==> config.mk <==
export PLATFORM = sky130hd
export DESIGN_NAME = pbs_top
export DESIGN_NICKNAME = d
export VERILOG_FILES = /design/src/shared/pbs_pkg.sv /design/src/verilog/pbs_page_mem.sv /design/src/verilog/pbs_activity.sv /design/src/verilog/pbs_top.sv
export SDC_FILE = /design/constraint.sdc
export NUM_CORES = 1
export LEC_CHECK = 0
export ABC_CLOCK_PERIOD_IN_PS = 6400
export BUFFER_PORTS_ARGS = -buffer_cell sky130_fd_sc_hd__buf_2
export CAP_MARGIN = 40
export CORE_MARGIN = 2
export CORE_UTILIZATION = 35
export CTS_CLUSTER_SIZE = 14
export DETAILED_ROUTE_END_ITERATION = 8
export GPL_ROUTABILITY_DRIVEN = 0
export GPL_TIMING_DRIVEN = 0
export SYNTH_ARGS = -nofsm -noshare
export SYNTH_HDL_FRONTEND = slang
export SYNTH_SLANG_ARGS = --single-unit
==> constraint.sdc <==
create_clock -name CLK -period 6.4 [get_ports CLK]
set_input_delay 0.32 -clock CLK [delete_from_list [all_inputs] [get_ports CLK]]
set_output_delay 0.32 -clock CLK [all_outputs]
set_load 0.1 [all_outputs]
==> src/shared/pbs_pkg.sv <==
// Package: constants and types for the page batch scheduler controller
package pbs_pkg;
   localparam int CLK_HZ = 20000000;
   localparam int SEC_TICK_CYCLES = CLK_HZ;
   localparam int SEC_PER_MIN = 60;
   localparam int MIN_PER_CYCLE = 4;
   localparam int ACT_HOLD_MS = 50;
   localparam int ACT_HOLD_CYCLES = (CLK_HZ / 1000) * ACT_HOLD_MS;
   localparam int LOCK_LOSS_S = 3;
   localparam int DEST_ENTRIES = 8;
   localparam int DEST_W = 16;
   localparam int BUF_DEPTH = 16;
   localparam int BUF_AW = 4;
   localparam int PAGE_W = 32;
   localparam int TAG_W = 28;
   localparam int TAG_SYS_W = 12;
   localparam int CMD_ACK_W = 28;

   // APB register byte addresses
   localparam logic [7:0] ADDR_CTRL = 8'h00;
   localparam logic [7:0] ADDR_STATUS = 8'h04;
   localparam logic [7:0] ADDR_TAG = 8'h08;
   localparam logic [7:0] ADDR_DEST0 = 8'h10;
   localparam logic [7:0] ADDR_PAGE_IN = 8'h30;
   localparam logic [7:0] ADDR_REMOTE_CONFIG_REQUEST = 8'h34;
   localparam logic [7:0] ADDR_CMDACK = 8'h38;
   localparam logic [7:0] ADDR_TIMEPKT = 8'h3C;
   localparam logic [7:0] ADDR_TX_OUT = 8'h40;

   // CTRL fields
   localparam int CTRL_ROLE_LO = 0;
   localparam int CTRL_CHAN2 = 2;
   localparam int CTRL_MIX_SYNC = 3;
   localparam int CTRL_MODE_OUT = 4;
   localparam int CTRL_SRC_GPS = 5;
   localparam logic [5:0] CTRL_RESET = 6'h00;

   // Page word fields: kind in top two bits, destination in low 16
   localparam int PG_KIND_HI = 31;
   localparam int PG_KIND_LO = 30;

   typedef enum logic [1:0] {PBS_ROLE_SLAVE, PBS_ROLE_MASTER, PBS_ROLE_MS, PBS_ROLE_SYNC} pbs_role_t;
   typedef enum logic [1:0] {PBS_KIND_POCSAG, PBS_KIND_GOLAY, PBS_KIND_SYNC4, PBS_KIND_CMD} pbs_kind_t;
endpackage

==> src/verilog/pbs_page_mem.sv <==
// Page buffer memory with registered read data
`timescale 1ns/100ps
module pbs_page_mem (
   input wire logic clk,
   input wire logic we,
   input wire logic [pbs_pkg::BUF_AW-1:0] waddr,
   input wire logic [pbs_pkg::PAGE_W-1:0] wdata,
   input wire logic [pbs_pkg::BUF_AW-1:0] raddr,
   output logic [pbs_pkg::PAGE_W-1:0] rdata
);
   logic [pbs_pkg::PAGE_W-1:0] mem [pbs_pkg::BUF_DEPTH];

   always_ff @(posedge clk) begin
      if (we) begin
         mem[waddr] <= wdata;
      end
      rdata <= mem[raddr];
   end
endmodule // pbs_page_mem

==> src/verilog/pbs_activity.sv <==
// Activity indicator: synchronised input, stretched on any edge
`timescale 1ns/100ps
module pbs_activity (
   input wire logic clk,
   input wire logic rst_n,
   input wire logic din,
   output logic led
);
   logic s1_q;
   logic s2_q;
   logic s3_q;
   logic [31:0] cnt_q;

   always_ff @(posedge clk or negedge rst_n) begin
      if (!rst_n) begin
         s1_q <= 1'b1;
         s2_q <= 1'b1;
         s3_q <= 1'b1;
      end else begin
         s1_q <= din;
         s2_q <= s1_q;
         s3_q <= s2_q;
      end
   end

   // Stretch so a single start bit stays visible
   always_ff @(posedge clk or negedge rst_n) begin
      if (!rst_n) begin
         cnt_q <= 32'h0;
         led <= 1'b0;
      end else begin
         if (s2_q != s3_q) begin
            cnt_q <= 32'(pbs_pkg::ACT_HOLD_CYCLES);
         end else if (cnt_q != 32'h0) begin
            cnt_q <= cnt_q - 32'h1;
         end
         led <= (s2_q != s3_q) || (cnt_q != 32'h0);
      end
   end
endmodule // pbs_activity

==> src/verilog/pbs_top.sv <==
// Paging controller core: filter, buffer, batch scheduler, status indicators
`timescale 1ns/100ps
// Operation
// - Master lights command indicator after sending command, clears on acknowledge.
// - Sync indicator lit only while locked to selected time source.
// - Separate activity for console, aux, two paging inputs; aux stays dark.
// - Push-to-talk indicator follows each port's push-to-talk line exactly.
// - Master-slave role holds busy and error indicators inactive.
// - Select indicators copy select lines; lines toggle only with multiple channels.
// - Two channels: second select asserted while second channel chosen.
// - Mode indicator lit whenever mode line toward exciter asserted.
// - Master wraps console commands into frames merged into outgoing stream.
// - Remote command accepted only in master role; tag then command text.
// - Pages whose destination is not in the table are discarded.
// - Matching pages stored in buffer in modified internal form.
// - Like-kind batches sent back to back; minute count repeats on a four-minute cycle.
// - Golay/POCSAG: send all of oldest kind, then oldest other kind.
// - Sync format mixed: sync pages at minute start, POCSAG fills rest.
// - Local time base locked to received time packets only.
// - Seven-digit command tag: three system digits, four unit digits.
module pbs_top (
   input wire logic CLK,
   input wire logic RST_N,
   input wire logic PSEL,
   input wire logic PENABLE,
   input wire logic PWRITE,
   input wire logic [7:0] PADDR,
   input wire logic [31:0] PWDATA,
   output logic [31:0] PRDATA,
   output logic PREADY,
   output logic PSLVERR,
   input wire logic CONSOLE_RXD,
   input wire logic AUX_RXD,
   input wire logic PAGING_IN_ONE_RXD,
   input wire logic PAGING_IN_TWO_RXD,
   output logic PWR_LED,
   output logic CMD_LED,
   output logic SYNC_LED,
   output logic COMM_LED,
   output logic AUX_LED,
   output logic PAGING_INPUT_ONE_LED,
   output logic PAGING_INPUT_TWO_LED,
   output logic [1:0] BUSY_LED,
   output logic [1:0] ERROR_LED,
   output logic [1:0] PTT_LED,
   output logic [1:0] PTT_OUT,
   output logic [1:0] CHANNEL_SELECT_ONE,
   output logic [1:0] CHANNEL_SELECT_TWO,
   output logic [1:0] SEL_ONE_LED,
   output logic [1:0] SEL_TWO_LED,
   output logic MODE_OUT,
   output logic MODE_LED
);
   ////////////////////////////////////////////////////////////////////////
   logic [5:0] ctrl_q;
   logic [pbs_pkg::TAG_W-1:0] tag_q;
   logic [pbs_pkg::DEST_W-1:0] dest_q [pbs_pkg::DEST_ENTRIES];
   logic [pbs_pkg::DEST_ENTRIES-1:0] dest_vld_q;
   logic cmd_pend_q;
   logic [pbs_pkg::PAGE_W-1:0] cmd_frame_q;
   logic cmd_frame_vld_q;
   logic remote_config_request_rej_q;
   logic [31:0] sec_cnt_q;
   logic [5:0] sec_q;
   logic [1:0] min_q;
   logic [31:0] lock_cnt_q;
   logic locked_q;
   logic [pbs_pkg::BUF_AW:0] cnt_q;
   logic [pbs_pkg::BUF_AW-1:0] wr_q;
   logic [pbs_pkg::BUF_AW-1:0] rd_q;
   logic [1:0] batch_kind_q;
   logic batch_act_q;
   logic [pbs_pkg::PAGE_W-1:0] tx_q;
   logic tx_vld_q;
   logic fetch_q;
   logic [pbs_pkg::PAGE_W-1:0] mem_rdata;
   logic wr_acc;
   logic rd_acc;
   logic page_wr;
   logic dest_hit;
   logic buf_we;
   logic [pbs_pkg::PAGE_W-1:0] stored_page;
   logic is_master;
   logic pkt_strobe;
   logic tx_pop;
   logic head_kind_ok;
   logic [1:0] head_kind;
   logic act_comm;
   logic act_p1;
   logic act_p2;
   logic [pbs_pkg::BUF_AW:0] skip_q;
   logic rot_we;

   assign wr_acc = PSEL && PENABLE && PWRITE;
   assign rd_acc = PSEL && PENABLE && !PWRITE;
   assign is_master = (ctrl_q[1:0] == 2'(pbs_pkg::PBS_ROLE_MASTER));
   assign page_wr = wr_acc && (PADDR == pbs_pkg::ADDR_PAGE_IN);
   assign pkt_strobe = wr_acc && (PADDR == pbs_pkg::ADDR_TIMEPKT);
   assign tx_pop = rd_acc && (PADDR == pbs_pkg::ADDR_TX_OUT) && tx_vld_q;

   ////////////////////////////////////////////////////////////////////////
   // Destination filter
   always_comb begin
      dest_hit = 1'b0;
      for (int i = 0; i < pbs_pkg::DEST_ENTRIES; i++) begin
         if (dest_vld_q[i] && dest_q[i] == PWDATA[pbs_pkg::DEST_W-1:0]) begin
            dest_hit = 1'b1;
         end
      end
   end

   // Internal form: destination field cleared to zero
   assign stored_page = {PWDATA[pbs_pkg::PG_KIND_HI:pbs_pkg::PG_KIND_LO], PWDATA[29:16],
                         16'h0000};
   assign buf_we = page_wr && dest_hit && (cnt_q != 5'(pbs_pkg::BUF_DEPTH));

   ////////////////////////////////////////////////////////////////////////
   // APB registers
   always_ff @(posedge CLK or negedge RST_N) begin
      if (!RST_N) begin
         ctrl_q <= pbs_pkg::CTRL_RESET;
         tag_q <= '0;
         dest_vld_q <= '0;
         for (int i = 0; i < pbs_pkg::DEST_ENTRIES; i++) begin
            dest_q[i] <= '0;
         end
      end else if (wr_acc) begin
         if (PADDR == pbs_pkg::ADDR_CTRL) begin
            ctrl_q <= PWDATA[5:0];
         end
         if (PADDR == pbs_pkg::ADDR_TAG) begin
            tag_q <= PWDATA[pbs_pkg::TAG_W-1:0];
         end
         for (int i = 0; i < pbs_pkg::DEST_ENTRIES; i++) begin
            if (PADDR == pbs_pkg::ADDR_DEST0 + 8'(4 * i)) begin
               dest_q[i] <= PWDATA[pbs_pkg::DEST_W-1:0];
               dest_vld_q[i] <= PWDATA[31];
            end
         end
      end
   end

   always_ff @(posedge CLK or negedge RST_N) begin
      if (!RST_N) begin
         PRDATA <= 32'h0;
         PREADY <= 1'b0;
         PSLVERR <= 1'b0;
      end else begin
         PREADY <= PSEL && !PENABLE;
         PSLVERR <= 1'b0;
         if (PSEL && !PENABLE) begin
            PRDATA <= 32'h0;
            unique case (PADDR)
               pbs_pkg::ADDR_CTRL: PRDATA <= {26'h0, ctrl_q};
               pbs_pkg::ADDR_STATUS: PRDATA <= {16'h0, remote_config_request_rej_q, batch_act_q, batch_kind_q, min_q, sec_q,
                                                tx_vld_q, locked_q, cmd_pend_q, cnt_q[4]};
               pbs_pkg::ADDR_TAG: PRDATA <= {4'h0, tag_q};
               pbs_pkg::ADDR_TX_OUT: PRDATA <= tx_q;
               default: PRDATA <= 32'h0;
            endcase
         end
      end
   end

   ////////////////////////////////////////////////////////////////////////
   // Remote command handling, master only
   always_ff @(posedge CLK or negedge RST_N) begin
      if (!RST_N) begin
         cmd_frame_q <= '0;
         cmd_frame_vld_q <= 1'b0;
         cmd_pend_q <= 1'b0;
         remote_config_request_rej_q <= 1'b0;
      end else begin
         if (wr_acc && PADDR == pbs_pkg::ADDR_REMOTE_CONFIG_REQUEST) begin
            if (is_master) begin
               // Target tag in low bits, command code on top
               cmd_frame_q <= {2'(pbs_pkg::PBS_KIND_CMD), PWDATA[29:0]};
               cmd_frame_vld_q <= 1'b1;
               remote_config_request_rej_q <= 1'b0;
            end else begin
               remote_config_request_rej_q <= 1'b1;
            end
         end else if (cmd_frame_vld_q && !tx_vld_q) begin
            cmd_frame_vld_q <= 1'b0;
            cmd_pend_q <= is_master;
         end else if (wr_acc && PADDR == pbs_pkg::ADDR_CMDACK) begin
            cmd_pend_q <= 1'b0;
         end
      end
   end

   ////////////////////////////////////////////////////////////////////////
   // Time base locked to time packets: second count restarts on each packet
   always_ff @(posedge CLK or negedge RST_N) begin
      if (!RST_N) begin
         sec_cnt_q <= 32'h0;
         sec_q <= 6'h0;
         min_q <= 2'h0;
         lock_cnt_q <= 32'h0;
         locked_q <= 1'b0;
      end else begin
         if (pkt_strobe) begin
            sec_cnt_q <= 32'h0;
            sec_q <= PWDATA[5:0];
            min_q <= PWDATA[9:8];
            lock_cnt_q <= 32'(pbs_pkg::LOCK_LOSS_S * pbs_pkg::SEC_TICK_CYCLES);
            locked_q <= (PWDATA[31] == ctrl_q[pbs_pkg::CTRL_SRC_GPS]);
         end else begin
            if (sec_cnt_q == 32'(pbs_pkg::SEC_TICK_CYCLES - 1)) begin
               sec_cnt_q <= 32'h0;
               if (sec_q == 6'(pbs_pkg::SEC_PER_MIN - 1)) begin
                  sec_q <= 6'h0;
                  min_q <= 2'(min_q + 2'h1);
               end else begin
                  sec_q <= 6'(sec_q + 6'h1);
               end
            end else begin
               sec_cnt_q <= sec_cnt_q + 32'h1;
            end
            if (lock_cnt_q != 32'h0) begin
               lock_cnt_q <= lock_cnt_q - 32'h1;
            end else begin
               locked_q <= 1'b0;
            end
         end
      end
   end

   ////////////////////////////////////////////////////////////////////////
   // Page buffer and batch scheduler
   pbs_page_mem u_mem (
      .clk(CLK),
      .we(buf_we || rot_we),
      .waddr(wr_q),
      .wdata(rot_we ? mem_rdata : stored_page),
      .raddr(rd_q),
      .rdata(mem_rdata)
   );

   assign head_kind = mem_rdata[pbs_pkg::PG_KIND_HI:pbs_pkg::PG_KIND_LO];
   // Head of another kind goes behind the batch; the rest keep their age order
   assign rot_we = fetch_q && !tx_vld_q && !cmd_frame_vld_q && !head_kind_ok && !ctrl_q[pbs_pkg::CTRL_MIX_SYNC]
                   && !page_wr;
   // Sync-format pages only at top of minute, others only afterwards
   always_comb begin
      if (ctrl_q[pbs_pkg::CTRL_MIX_SYNC]) begin
         head_kind_ok = (head_kind == 2'(pbs_pkg::PBS_KIND_SYNC4)) ? (sec_q == 6'h0) : (sec_q != 6'h0);
      end else begin
         head_kind_ok = !batch_act_q || (head_kind == batch_kind_q);
      end
   end

   always_ff @(posedge CLK or negedge RST_N) begin
      if (!RST_N) begin
         wr_q <= '0;
         rd_q <= '0;
         cnt_q <= '0;
         batch_kind_q <= '0;
         batch_act_q <= 1'b0;
         tx_q <= '0;
         tx_vld_q <= 1'b0;
         fetch_q <= 1'b0;
         skip_q <= '0;
      end else begin
         fetch_q <= 1'b0;
         if (buf_we || rot_we) begin
            wr_q <= wr_q + 4'h1;
         end
         if (tx_pop) begin
            tx_vld_q <= 1'b0;
         end else if (cmd_frame_vld_q && !tx_vld_q) begin
            tx_q <= cmd_frame_q;
            tx_vld_q <= 1'b1;
         end else if (!tx_vld_q && cnt_q != 5'h0 && locked_q && !fetch_q) begin
            fetch_q <= 1'b1;
         end
         if (fetch_q && !tx_vld_q && !cmd_frame_vld_q) begin
            if (head_kind_ok) begin
               tx_q <= mem_rdata;
               tx_vld_q <= 1'b1;
               batch_kind_q <= head_kind;
               batch_act_q <= 1'b1;
               rd_q <= rd_q + 4'h1;
               skip_q <= '0;
            end else if (rot_we) begin
               rd_q <= rd_q + 4'h1;
               skip_q <= skip_q + 5'h1;
               batch_act_q <= (skip_q + 5'h1) < cnt_q;
            end
         end else if (cnt_q == 5'h0 && !tx_vld_q) begin
            batch_act_q <= 1'b0;
         end
         cnt_q <= cnt_q + 5'(buf_we) - 5'(fetch_q && !tx_vld_q && !cmd_frame_vld_q && head_kind_ok);
      end
   end

   ////////////////////////////////////////////////////////////////////////
   // Indicators and exciter lines
   pbs_activity u_comm (.clk(CLK), .rst_n(RST_N), .din(CONSOLE_RXD), .led(act_comm));
   pbs_activity u_p1 (.clk(CLK), .rst_n(RST_N), .din(PAGING_IN_ONE_RXD), .led(act_p1));
   pbs_activity u_p2 (.clk(CLK), .rst_n(RST_N), .din(PAGING_IN_TWO_RXD), .led(act_p2));

   always_ff @(posedge CLK or negedge RST_N) begin
      if (!RST_N) begin
         PWR_LED <= 1'b0;
         CMD_LED <= 1'b0;
         SYNC_LED <= 1'b0;
         COMM_LED <= 1'b0;
         AUX_LED <= 1'b0;
         PAGING_INPUT_ONE_LED <= 1'b0;
         PAGING_INPUT_TWO_LED <= 1'b0;
         BUSY_LED <= 2'h0;
         ERROR_LED <= 2'h0;
         PTT_OUT <= 2'h0;
         PTT_LED <= 2'h0;
         CHANNEL_SELECT_ONE <= 2'h0;
         CHANNEL_SELECT_TWO <= 2'h0;
         SEL_ONE_LED <= 2'h0;
         SEL_TWO_LED <= 2'h0;
         MODE_OUT <= 1'b0;
         MODE_LED <= 1'b0;
      end else begin
         PWR_LED <= 1'b1;
         CMD_LED <= cmd_pend_q;
         SYNC_LED <= locked_q;
         COMM_LED <= act_comm;
         AUX_LED <= 1'b0;
         PAGING_INPUT_ONE_LED <= act_p1;
         PAGING_INPUT_TWO_LED <= act_p2;
         // Both ports key together; push-to-talk spans the batch
         PTT_OUT <= {2{batch_act_q}};
         PTT_LED <= {2{batch_act_q}};
         BUSY_LED <= 2'h0;
         ERROR_LED <= 2'h0;
         // Selects only move with two channels configured
         CHANNEL_SELECT_TWO <= {2{ctrl_q[pbs_pkg::CTRL_CHAN2] && batch_act_q && batch_kind_q[0]}};
         CHANNEL_SELECT_ONE <= {2{ctrl_q[pbs_pkg::CTRL_CHAN2] && batch_act_q && !batch_kind_q[0]}};
         SEL_TWO_LED <= {2{ctrl_q[pbs_pkg::CTRL_CHAN2] && batch_act_q && batch_kind_q[0]}};
         SEL_ONE_LED <= {2{ctrl_q[pbs_pkg::CTRL_CHAN2] && batch_act_q && !batch_kind_q[0]}};
         MODE_OUT <= ctrl_q[pbs_pkg::CTRL_MODE_OUT];
         MODE_LED <= ctrl_q[pbs_pkg::CTRL_MODE_OUT];
      end
   end
endmodule // pbs_top

==> metrics.cfg <==
[routing]
drt-total-wl_um = 117000
post_drt_wl_per_cell_um = 22.14
drc = 0
drtAntennaViolNets = 0
vias = 27920
drt_iter0_drc = 2684
vias_per_cell = 5.282
dr.pass1.iters = 7

[sta]
skew_ps = 69.28
setup_viol = 0
finalHoldViolations = 0
fin_crit_ps = 4301
slew_headroom_pct = 31.44
rsz0062_at_grt = no
hold_ws_ps = 54.47
timing.final.crit_share_pct = 67.21
setup_tns_ps = 0
tightest_slew_ps = 1026
fmax_mhz = 232.5
drv_slew = 0

[floorplan]
die_h_um = 357.4
rows = 129
fp.dieArea_um2 = 127700
io_pins = 108
start_util_pct = 35.30
core-area_um2 = 123800
die_w_um = 357.4

[placement]
dpl.hpwl_um = 82260
port_buffers = 89
placed_cell_area_um2 = 47710

[clocking]
clk_pin_slew_ps = 60
tritoncts = built
cts_buffers = 105
cts.sinks = 1027
insertion_delay_ps = 720
htree_num_levels = 3
cts_resized = 0
ctsHoldBuffers = 17
cts_root_buf = clkbuf_16
post_cts_buffers = 0
ctsLongestPathBuffers = 3

[final_layout]
num_antenna_cells = 0
area_growth_pct = 18.07
area.sequential_um2 = 28110
drive_gt1_share_pct = 21.30
fillers = 11280
fin_nets = 3634
fin_area_um2 = 51600
fin_util_pct = 41.68
multi_input_area_um2 = 14800

[power]
p_int_mw = 11.17
switchingPower_mw = 3.283
comb_power_share_pct = 5.1
power_density_nw_per_um2 = 280.1
leakagePower_nw = 20.91
seqPwrFrac_pct = 49.6
irDropWorstVdd_v = 0.0002288
switching_share_pct = 22.71
p_total_mw = 14.45
pwr-share-clk_pct = 45.3

[synthesis]
synthMuxAreaShare_pct = 12.01
synthCells = 3206
synth_ff_type = edfxtp_1
synth_warnings = 0
synth.top_cells.by_count = 512 x edfxtp_1, 474 x dfrtp_1, 270 x nand2_1
synth-compound-area-share_pct = 5.362
synthXorXnorAreaFrac_pct = 5.311
synth_area_leaders = edfxtp_1 35%, dfrtp_1 27%, mux2_2 6.3%
synthArstFlopShare_pct = 47.03
synth_area_leader_cell = edfxtp_1
synth_area_um2 = 43700
syn-mean-instance-area_um2 = 13.63
synth_seq_area_share_pct = 64.33
synth_edf_count = 512
synth_adder_area_share_pct = 0.7043
synth_top_cell_area_share_pct = 35.18
synth_top_family_by_area = multiplexers
synth-seq-cells = 1027
synth_most_common_cell = edfxtp_1
synth.distinct_cells = 73
yosys.area_share.simple_pct = 10.18

[setup_path]
end_kind = flip-flop
worst-setup-path-type = flip-flop to flip-flop
cp-start-kind = flip-flop
worstPathMaxFanout = 10
crit_arrival_ps = 4700
required_ps = 6800

[min_path]
hold_path_class = input pin to flip-flop

[grt]
grt_overflow_total = 0
met1_usage_pct = 25.24
use_met2_pct = 29.09
grt_pass1_wl_um = 175700
grt_use_total_pct = 18.20
grt_max_degree = 93
grtUsageMet3_pct = 3.199
grt_pass1_vias = 27450
antenna_found_initial = 4
busiest_layer = met2

[run_status]
outcome = completed

[run]
maxCapViolations = 0

through the flow:
step	instances	setup WS (ps)
6_report	5285	2099
3_5_place_dp	5074	1709
2_1_floorplan	3211	665.3
4_1_cts	5285	2027
5_1_grt	5285	1854
3_3_place_gp	4937	-5399
path summary, 6_finish.rpt:
path                            start  slack, ps  depth (start not counted)                    to
max                         dest_q[2]       2100                         12      u_mem.mem[1][21]
min                        PWDATA[22]         50                          2       cmd_frame_q[22]
max reg2reg                 dest_q[2]       2100                         12      u_mem.mem[1][21]
min reg2reg                  u_p1.led        350                          0  PAGING_INPUT_ONE_LED
max in group asynchronous       RST_N       4570                          5            PRDATA[20]
min in group asynchronous       RST_N        190                          2        u_p2.cnt_q[28]
registers in the layout (all words and copies together) (netlist names), 8 cells and up:
| signal | cells |
|---|---|
| tx_q | 32 |
| PRDATA | 32 |
| dest_q | 128 |
| cmd_frame_q | 31 |
| u_p1.cnt_q | 32 |
| lock_cnt_q | 32 |
| dest_vld_q | 8 |
| u_mem.mem | 512 |
| u_p2.cnt_q | 32 |
| tag_q | 28 |
| sec_cnt_q | 32 |
| u_mem.rdata | 32 |
| u_comm.cnt_q | 32 |
kinds of logic after synthesis:
kind of cell / Yosys count
other: 2
DFF: 1027
adders and majority gates: 24
xor gates and xnor gates: 265
muxes: 414
AOI/OAI and AO/OA: 371
buffers and inverters: 218
and+or+nand+nor: 885
power groups by stage:
| stage | Sequential (mW) | Combinational [mW] | Clock, mW |
|---|---|---|---|
| after CTS | 7.17 | 0.748 | 6.68 |
| after detailed placement | 7.30 | 0.736 | 0 |
| after global placement | 7.30 | 0.706 | 0 |
| final | 7.17 | 0.736 | 6.55 |
| after floorplan | 7.30 | 0.449 | 0 |
| after global routing | 7.19 | 0.824 | 6.95 |
worst max-delay path: stages (launching register included):
cell and delay [ps]:
dfrtp_1 390, xnor2_1 260, nand4bb_1 130, nor4_1 520, a22oi_1 240, nand4_1 320, a21oi_1 200, buf_4 210
clkbuf_1 340, nor4_2 770, buf_6 230, buf_4 180, buf_4 200
layer usage:
metal | vias up | part of all wire (%)
li1 | 12540 | -
met1 | 14250 | 44
met2 | 921 | 47
met3 | 199 | 6.7
met4 | 6 | 2.7
met5 | - | 0.031
final cells by class:
| class | count | area share (%) |
|---|---|---|
| buffer | 181 | 1.503 |
| clock buffer | 134 | 5.557 |
| clock inverter | 60 | 1.651 |
| inverter | 37 | 0.2691 |
| multi-input combinational | 1966 | 28.69 |
| sequential | 1027 | 54.48 |
| tap | 1637 | 3.969 |
| timing repair buffer | 243 | 3.882 |
layout by cell type, fill, tap and decap left out, types with 29 or more instances in the layout:
| cell | Yosys | routed |
|---|---|---|
| and2_1 | 29 | 29 |
| o21ai_0 | 122 | 122 |
| xor2_1 | 102 | 102 |
| a21oi_1 | 77 | 77 |
| nor3_1 | 53 | 51 |
| or3_1 | 44 | 44 |
| mux2i_1 | 106 | 106 |
| nand4_1 | 35 | 35 |
| buf_2 | 20 | 117 |
| nor2_1 | 187 | 185 |
| a221oi_1 | 32 | 32 |
| mux2_2 | 244 | 244 |
| dfxtp_1 | 32 | 32 |
| nand2_1 | 270 | 270 |
| clkbuf_1 | 125 | 142 |
| clkbuf_16 | 0 | 106 |
| buf_4 | 16 | 91 |
| inv_1 | 36 | 36 |
| mux4_2 | 64 | 64 |
| nor4_1 | 58 | 51 |
| edfxtp_1 | 512 | 512 |
| nand3_1 | 63 | 63 |
| a31oi_1 | 36 | 36 |
| dfrtp_1 | 474 | 474 |
| xnor2_1 | 163 | 163 |
| a22oi_1 | 49 | 49 |
| buf_6 | 1 | 34 |
Power figures use the tool's default switching activity.
